==> src/nhr_params.svh <==
// Timing and encoding constants for the page-read host controller
`ifndef NHR_PARAMS_SVH
`define NHR_PARAMS_SVH
`define NHR_CMD_READ_SETUP 8'h00
`define NHR_CMD_READ_CONFIRM 8'h30
`define NHR_CMD_COL_CHANGE 8'h05
`define NHR_CMD_COL_CONFIRM 8'hE0
`define NHR_ADDR_CYCLES 3'h5
`define NHR_PAGE_BYTES 12'h840
`define NHR_CLK_NS 50
`define NHR_EDO_THRESH_NS 30
`define NHR_STROBE_HALF 4'h1
`endif

==> src/nhr_pkg.sv <==
// Types for the page-read host controller
package nhr_pkg;
    typedef enum logic [3:0] {
        NHR_IDLE = 4'h0,
        NHR_CMD = 4'h1,
        NHR_ADDR = 4'h2,
        NHR_CONF = 4'h3,
        NHR_WAIT = 4'h4,
        NHR_RLOW = 4'h5,
        NHR_RHIGH = 4'h6,
        NHR_DONE = 4'h7
    } nhr_state_t;
    typedef struct packed {
        logic random;
        logic [11:0] column;
        logic [17:0] row;
        logic [11:0] count;
    } nhr_req_t;
    typedef struct packed {
        logic chip_enable_n;
        logic command_latch_sel;
        logic address_latch_sel;
        logic input_strobe_n;
        logic output_strobe_n;
        logic write_protect_n;
    } nhr_pins_t;
endpackage

==> src/nhr_host.sv <==
// Host controller issuing page reads and random column reads to NAND
// Contract
// - Command bytes go with command_latch_sel high, taken on strobe rise.
// - Address bytes go with address_latch_sel high, taken on strobe rise.
// - Host holds write_protect_n low through power-up and power-down.
// - Full address is five cycles: two column, three row.
// - Column cycles carry bits 0-7, then 8-11 with top nibble low.
// - Row cycles carry 12-27 bytewise; fifth holds 28,29, rest low.
// - Bit 29 used in larger part, driven low in smaller part.
// - Page read is setup command, five addresses, confirm, then busy.
// - Host waits for ready before clocking out read data.
// - Short strobe cycles use extended output, capture on next fall; EXTENDED_OUTPUT_MODE is unused, capture is at strobe rise.
// - Column change: command, two column cycles, confirm.
`timescale 1ns/10ps
`default_nettype none
`include "nhr_params.svh"
module nhr_host
    import nhr_pkg::*;
#(
    parameter bit LARGE_DENSITY = 1'b1,
    parameter int CLK_NS = `NHR_CLK_NS
) (
    // Clock and reset
    input wire logic clk_i,
    input wire logic rst_b_i,
    // Request side
    input wire logic req_valid_i,
    output logic req_ready_o,
    input wire nhr_req_t req_i,
    input wire logic power_ok_i,
    // Data side
    output logic data_valid_o,
    input wire logic data_ready_i,
    output logic [7:0] data_o,
    output logic busy_o,
    // Flash pins
    output nhr_pins_t pins_o,
    output logic [7:0] bus_o,
    output logic bus_oe_o,
    input wire logic [7:0] bus_i,
    input wire logic ready_busy_n_i
);
    localparam bit EXTENDED_OUTPUT_MODE = CLK_NS < `NHR_EDO_THRESH_NS;

    // ==================================================
    // Address byte mapping
    function automatic logic [7:0] addr_byte(input logic [2:0] idx,
                                            input nhr_req_t r);
        logic [29:0] a;
        a = {r.row, r.column};
        if (!LARGE_DENSITY) begin
            a[29] = 1'b0;
        end
        case (idx)
            3'h0: addr_byte = a[7:0];
            3'h1: addr_byte = {4'h0, a[11:8]};
            3'h2: addr_byte = a[19:12];
            3'h3: addr_byte = a[27:20];
            3'h4: addr_byte = {6'h00, a[29:28]};
            default: addr_byte = 8'h00;
        endcase
    endfunction

    // ==================================================
    // Sequencer
    nhr_state_t state_reg, state_next;
    nhr_req_t req_reg, req_next;
    logic [2:0] idx_reg, idx_next;
    logic [11:0] left_reg, left_next;
    logic phase_reg, phase_next;
    logic conf_reg, conf_next;
    logic [7:0] bus_reg, bus_next;
    logic oe_reg, oe_next;
    nhr_pins_t pins_reg, pins_next;
    logic pend_reg, pend_next;
    logic buf_push, buf_ready;

    always_comb begin
        state_next = state_reg;
        req_next = req_reg;
        idx_next = idx_reg;
        left_next = left_reg;
        phase_next = phase_reg;
        conf_next = conf_reg;
        bus_next = bus_reg;
        oe_next = oe_reg;
        pins_next = pins_reg;
        pend_next = 1'b0;
        pins_next.write_protect_n = power_ok_i;
        case (state_reg)
            NHR_IDLE: begin
                pins_next.chip_enable_n = 1'b1;
                oe_next = 1'b0;
                if (req_valid_i) begin
                    req_next = req_i;
                    state_next = NHR_CMD;
                    phase_next = 1'b0;
                    pins_next.chip_enable_n = 1'b0;
                end
            end
            NHR_CMD: begin
                if (!phase_reg) begin
                    pins_next.command_latch_sel = 1'b1;
                    pins_next.input_strobe_n = 1'b0;
                    oe_next = 1'b1;
                    bus_next = req_reg.random ? `NHR_CMD_COL_CHANGE
                                              : `NHR_CMD_READ_SETUP;
                    phase_next = 1'b1;
                end else begin
                    pins_next.input_strobe_n = 1'b1;
                    phase_next = 1'b0;
                    idx_next = 3'h0;
                    state_next = NHR_ADDR;
                end
            end
            NHR_ADDR: begin
                if (!phase_reg) begin
                    pins_next.command_latch_sel = 1'b0;
                    pins_next.address_latch_sel = 1'b1;
                    pins_next.input_strobe_n = 1'b0;
                    bus_next = addr_byte(idx_reg, req_reg);
                    phase_next = 1'b1;
                end else begin
                    pins_next.input_strobe_n = 1'b1;
                    phase_next = 1'b0;
                    idx_next = idx_reg + 3'h1;
                    // Column change stops after two cycles
                    if ((req_reg.random && idx_reg == 3'h1) ||
                        idx_reg == `NHR_ADDR_CYCLES - 3'h1) begin
                        state_next = NHR_CONF;
                    end
                end
            end
            NHR_CONF: begin
                if (!phase_reg) begin
                    pins_next.address_latch_sel = 1'b0;
                    pins_next.command_latch_sel = 1'b1;
                    pins_next.input_strobe_n = 1'b0;
                    bus_next = req_reg.random ? `NHR_CMD_COL_CONFIRM
                                              : `NHR_CMD_READ_CONFIRM;
                    phase_next = 1'b1;
                end else begin
                    pins_next.input_strobe_n = 1'b1;
                    phase_next = 1'b0;
                    conf_next = 1'b0;
                    state_next = NHR_WAIT;
                end
            end
            NHR_WAIT: begin
                pins_next.command_latch_sel = 1'b0;
                oe_next = 1'b0;
                conf_next = 1'b1;
                left_next = req_reg.count;
                // Skip the stale ready level right after confirm
                if (conf_reg && ready_busy_n_i) begin
                    state_next = (req_reg.count == 12'h000) ? NHR_DONE
                                                           : NHR_RLOW;
                end
            end
            NHR_RLOW: begin
                if (buf_ready) begin
                    pins_next.output_strobe_n = 1'b0;
                    pend_next = 1'b1;
                    state_next = NHR_RHIGH;
                end
            end
            NHR_RHIGH: begin
                pins_next.output_strobe_n = 1'b1;
                left_next = left_reg - 12'h001;
                state_next = (left_reg == 12'h001) ? NHR_DONE : NHR_RLOW;
            end
            NHR_DONE: begin
                pins_next.chip_enable_n = 1'b1;
                state_next = NHR_IDLE;
            end
            default: state_next = NHR_IDLE;
        endcase
    end
    // Byte taken at the edge ending the strobe low phase, before release
    assign buf_push = pend_reg;
    always_ff @(posedge clk_i) begin
        if (!rst_b_i) begin
            state_reg <= NHR_IDLE;
            req_reg <= '0;
            idx_reg <= 3'h0;
            left_reg <= 12'h000;
            phase_reg <= 1'b0;
            conf_reg <= 1'b0;
            bus_reg <= 8'h00;
            oe_reg <= 1'b0;
            pins_reg <= 6'h26;
            pend_reg <= 1'b0;
        end else begin
            state_reg <= state_next;
            req_reg <= req_next;
            idx_reg <= idx_next;
            left_reg <= left_next;
            phase_reg <= phase_next;
            conf_reg <= conf_next;
            bus_reg <= bus_next;
            oe_reg <= oe_next;
            pins_reg <= pins_next;
            pend_reg <= pend_next;
        end
    end

    // ==================================================
    // Two-entry read buffer
    logic [7:0] mem_reg [2];
    logic [7:0] mem_next [2];
    logic [1:0] cnt_reg, cnt_next;
    logic wp_reg, wp_next, rp_reg, rp_next;
    logic pop;
    assign pop = data_valid_o && data_ready_i;
    // Ready only if the buffer is empty by the next edge; no earlier byte is still in flight in NHR_RLOW
    assign buf_ready = (cnt_reg == 2'h0) || (cnt_reg == 2'h1 && pop);
    always_comb begin
        mem_next = mem_reg;
        wp_next = wp_reg;
        rp_next = rp_reg;
        cnt_next = cnt_reg;
        if (buf_push) begin
            mem_next[wp_reg] = bus_i;
            wp_next = ~wp_reg;
        end
        if (pop) begin
            rp_next = ~rp_reg;
        end
        cnt_next = cnt_reg + {1'b0, buf_push} - {1'b0, pop};
    end
    always_ff @(posedge clk_i) begin
        if (!rst_b_i) begin
            mem_reg[0] <= 8'h00;
            mem_reg[1] <= 8'h00;
            cnt_reg <= 2'h0;
            wp_reg <= 1'b0;
            rp_reg <= 1'b0;
        end else begin
            mem_reg <= mem_next;
            cnt_reg <= cnt_next;
            wp_reg <= wp_next;
            rp_reg <= rp_next;
        end
    end
    assign data_valid_o = cnt_reg != 2'h0;
    assign data_o = mem_reg[rp_reg];
    assign req_ready_o = state_reg == NHR_IDLE;
    assign busy_o = state_reg != NHR_IDLE;
    assign pins_o = pins_reg;
    assign bus_o = bus_reg;
    assign bus_oe_o = oe_reg;
endmodule
`default_nettype wire

==> config.mk <==
export PLATFORM = sky130hd
export DESIGN_NAME = nhr_host
export DESIGN_NICKNAME = d
export VERILOG_FILES = /design/src/nhr_pkg.sv /design/src/nhr_host.sv
export VERILOG_INCLUDE_DIRS = /design/src
export SDC_FILE = /design/constraint.sdc
export NUM_CORES = 1
export LEC_CHECK = 0
export ABC_AREA = 1
export CORE_MARGIN = 2
export CORE_UTILIZATION = 55
export DETAILED_ROUTE_END_ITERATION = 16
export DONT_BUFFER_PORTS = 1
export PLACE_DENSITY_LB_ADDON = 0.3
export SLEW_MARGIN = 20
export SYNTH_ARGS = -nofsm -noshare
export SYNTH_HDL_FRONTEND = slang
export SYNTH_SLANG_ARGS = --single-unit
==> constraint.sdc <==
create_clock -name clk_i -period 4.1 [get_ports clk_i]
set_input_delay 0 -clock clk_i [delete_from_list [all_inputs] [get_ports clk_i]]
set_output_delay 0 -clock clk_i [all_outputs]
set_load 0.01 [all_outputs]
==> metrics <==
Final HPWL DP=7380 um; FMAX=0.492 GHz; max reg flops=43; total of flip-flops plus latches after synthesis=99; count of flip-flops with a built-in enable after synthesis=0; Setup Slack @ Placement=2.16 ns; y dimension of the die=94.9 um; gate count of the mapped netlist=624; core area=8130 um^2; wire length of the first global-routing pass=18,600 um; clock buffer count from CTS=9; count of synthesis-stage warnings from yosys=0; share of the synthesized area in the top cell type=43.6%; number of DRC violations after detailed-routing iteration 0=303; required time of the worst setup path=4.32 ns; worst slack on hold paths=0.0208 ns; overall overflow remaining after global route=0; area leader, netlist=sky130_fd_sc_hd__dfxtp_1; maximum number of buffers from clock root to sink=2; final std cells w/o fill=776; number of diodes=0; Setup Crit Path Kind=reg -> reg; Pwr Density=483 nW/um^2; mean instance size in the synthesized netlist=7.29 um^2; min cycle time layout=2.03 ns; via-per-instance ratio=5.62; Max Transition Viols Final=0; Net Count, Synth=690; Unique masters post-synth=44; critical path startpoint category=register; worst-path maximum fanout=65; main flop type after synthesis=sky130_fd_sc_hd__dfxtp_1; transition time at the pin with the least slew margin=0.932 ns; Clock Skews=0.0107 ns; Max-Cap Viols=0; H-tree depth=3; clk root buf=sky130_fd_sc_hd__clkbuf_8; area overhead of the layout relative to synthesis=15.9%; GPL Wtd Cong=0.921; fin crit share=49.6%; dominant cells by area after synthesis=sky130_fd_sc_hd__dfxtp_1 (44%), sky130_fd_sc_hd__nand2_1 (11%), sky130_fd_sc_hd__a21oi_1 (8.8%); row count=33; total global-route track usage=26.4%; RSZ-0062 raised after global routing=no; leak pwr=0.00213 uW; post-layout total power=2540 uW; clock tree from TritonCTS=yes; clock sinks=99; DRT Pass-1 Iters=6; IO Count=83; Placed Cells=703; maximum number of pins on one net before global-route repair=66; worst setup margin=2.07 ns; run status=complete, no violations; full die area=9010 um^2; initial core utilization=55.9%; final-layout setup total negative slack=0 ns; number of antenna violations at the first check in global routing=0; Setup Buffers After CTS=0; vias in the first global route=4,021; total of cells resized after clock tree synthesis=0; wire length per cell after detailed routing=15.0 um; combined area of all synthesized cells=4550 um^2; Hold/Removal Path Class=in -> reg; capturing element type of the critical path=register; clock network latency to the later pin of the worst-skew pair=0.36 ns; setup violators final=0; detailed-route via count=4,360; die width=94.9 um; fin nets=733; CTS clock-pin slew for the worst setup and hold paths=0.09 ns; post-synthesis async set-or-reset flop share=0%; Slew headroom=37.8%; part of the Yosys area used for sequential elements=43.6%; wire length reported by the detailed router=11,600 um; number of nets with antenna violations after detailed routing=0; share of cells above drive strength 1=5.81%; remaining design rule violation count=0; worst endpoint data arrival time=2.26 ns; Worst VDD drop=0.000270 V; final count of hold timing violations=0; number of buffers inserted for hold repair after clock tree synthesis=58; port buffer count=0
## worst max-delay path: stages (launching register included)
cell,delay (ns)
sky130_fd_sc_hd__dfxtp_1,0.46
sky130_fd_sc_hd__inv_6,0.17
sky130_fd_sc_hd__nand2_8,0.08
sky130_fd_sc_hd__nor2_8,0.32
sky130_fd_sc_hd__nand2_4,0.44
sky130_fd_sc_hd__o21ai_0,0.34
sky130_fd_sc_hd__a21oi_1,0.06
## kinds of logic (layout without fill, tap and decap cells)
logic type,after synthesis,in the layout,synth area share [%]
AO/OA/AOI/OAI,151,151,18.1
XOR/XNOR,2,2,0.385
adder cells (fa/ha/maj),9,9,2.48
buffers and inverters,91,138,9.19
flip-flops,99,99,43.6
AND/OR/NAND/NOR,272,272,26.3
## Yosys cell counts (2+ instances only)
master                        n
sky130_fd_sc_hd__nor2_1      74
sky130_fd_sc_hd__a21oi_1     80
sky130_fd_sc_hd__nor3_1       5
sky130_fd_sc_hd__buf_4        2
sky130_fd_sc_hd__o221ai_1     3
sky130_fd_sc_hd__a31oi_1      2
sky130_fd_sc_hd__inv_2        3
sky130_fd_sc_hd__o22ai_1      3
sky130_fd_sc_hd__o21ai_0     43
sky130_fd_sc_hd__inv_1       58
sky130_fd_sc_hd__ha_1         9
sky130_fd_sc_hd__a22oi_1      3
sky130_fd_sc_hd__xor2_1       2
sky130_fd_sc_hd__nand2_2      4
sky130_fd_sc_hd__o21ai_1      7
sky130_fd_sc_hd__buf_6        6
sky130_fd_sc_hd__clkbuf_1    13
sky130_fd_sc_hd__dfxtp_1     99
sky130_fd_sc_hd__o2111ai_1    2
sky130_fd_sc_hd__nor2_2       3
sky130_fd_sc_hd__clkinv_1     2
sky130_fd_sc_hd__nand2_1    130
sky130_fd_sc_hd__nand4_1      3
sky130_fd_sc_hd__nand3_1     43
sky130_fd_sc_hd__o211ai_1     3
sky130_fd_sc_hd__buf_2        3
sky130_fd_sc_hd__nand2_4      2
## metal layers
layer	vias up	share of wire (%)	routed length, um	global-route usage (%)
li1	2132	-	-	-
met3	32	8.0	931	7.90
met1	2031	41	4760	32.2
met4	0	2.7	311	9.42
met5	-	0	0	0
met2	165	48	5590	44.2
## cell usage in the layout (no fill, tap or decap), types with 2 or more instances in the layout
cell type	n
sky130_fd_sc_hd__o21ai_1	7
sky130_fd_sc_hd__clkinvlp_4	2
sky130_fd_sc_hd__nor2_1	74
sky130_fd_sc_hd__dfxtp_1	99
sky130_fd_sc_hd__o221ai_1	3
sky130_fd_sc_hd__inv_1	58
sky130_fd_sc_hd__nand3_1	43
sky130_fd_sc_hd__nand2_4	2
sky130_fd_sc_hd__a21oi_1	80
sky130_fd_sc_hd__nand2_1	130
sky130_fd_sc_hd__o211ai_1	3
sky130_fd_sc_hd__a22oi_1	3
sky130_fd_sc_hd__o2111ai_1	2
sky130_fd_sc_hd__nand4_1	3
sky130_fd_sc_hd__nor2_2	3
sky130_fd_sc_hd__dlygate4sd3_1	57
sky130_fd_sc_hd__clkbuf_8	9
sky130_fd_sc_hd__a31oi_1	2
sky130_fd_sc_hd__ha_1	9
sky130_fd_sc_hd__nor3_1	5
sky130_fd_sc_hd__o21ai_0	43
sky130_fd_sc_hd__o22ai_1	3
sky130_fd_sc_hd__xor2_1	2
sky130_fd_sc_hd__inv_2	3
sky130_fd_sc_hd__clkinv_1	2
sky130_fd_sc_hd__nand2_2	4
## area by class of cell
cell class / count / area, um^2
clock buffer: 10 / 128
fill: 677 / 2860
tap: 105 / 131
timing repair buffer: 58 / 591
clock inverter: 5 / 40.0
sequential: 99 / 1980
inverter: 65 / 251
multi-input combinational: 434 / 2150
## power breakdown
| part | internal, uW | total (uW) | switching (uW) |
|---|---|---|---|
| clock | 222 | 553 | 331 |
| combinational | 244 | 749 | 505 |
| sequential | 1110 | 1240 | 131 |
| total | 1580 | 2540 | 966 |
## stage by stage
step | cell area, um^2 | util [%]
2_1_floorplan | 4550 | -
3_3_place_gp | 4510 | 55.5
3_5_place_dp | 4510 | 55.5
4_1_cts | 5270 | 64.8
5_1_grt | 5270 | 64.8
6_report | 5270 | 64.8
## final timing paths
kind / from / endpoint / slack (ns) / cells past startpoint
worst max-delay path: state_reg[1]$_SDFFE_PN0P_ / req_reg[0]$_SDFFE_PN0P_ / 2.07 / 6
worst min-delay path: ready_busy_n_i / state_reg[2]$_SDFFE_PN0P_ / 0.02 / 6
worst max register to register: state_reg[1]$_SDFFE_PN0P_ / req_reg[0]$_SDFFE_PN0P_ / 2.07 / 6
worst min register to register: req_reg[28]$_SDFFE_PN0P_ / req_reg[28]$_SDFFE_PN0P_ / 0.45 / 2
(Power assumes the default switching activity.)
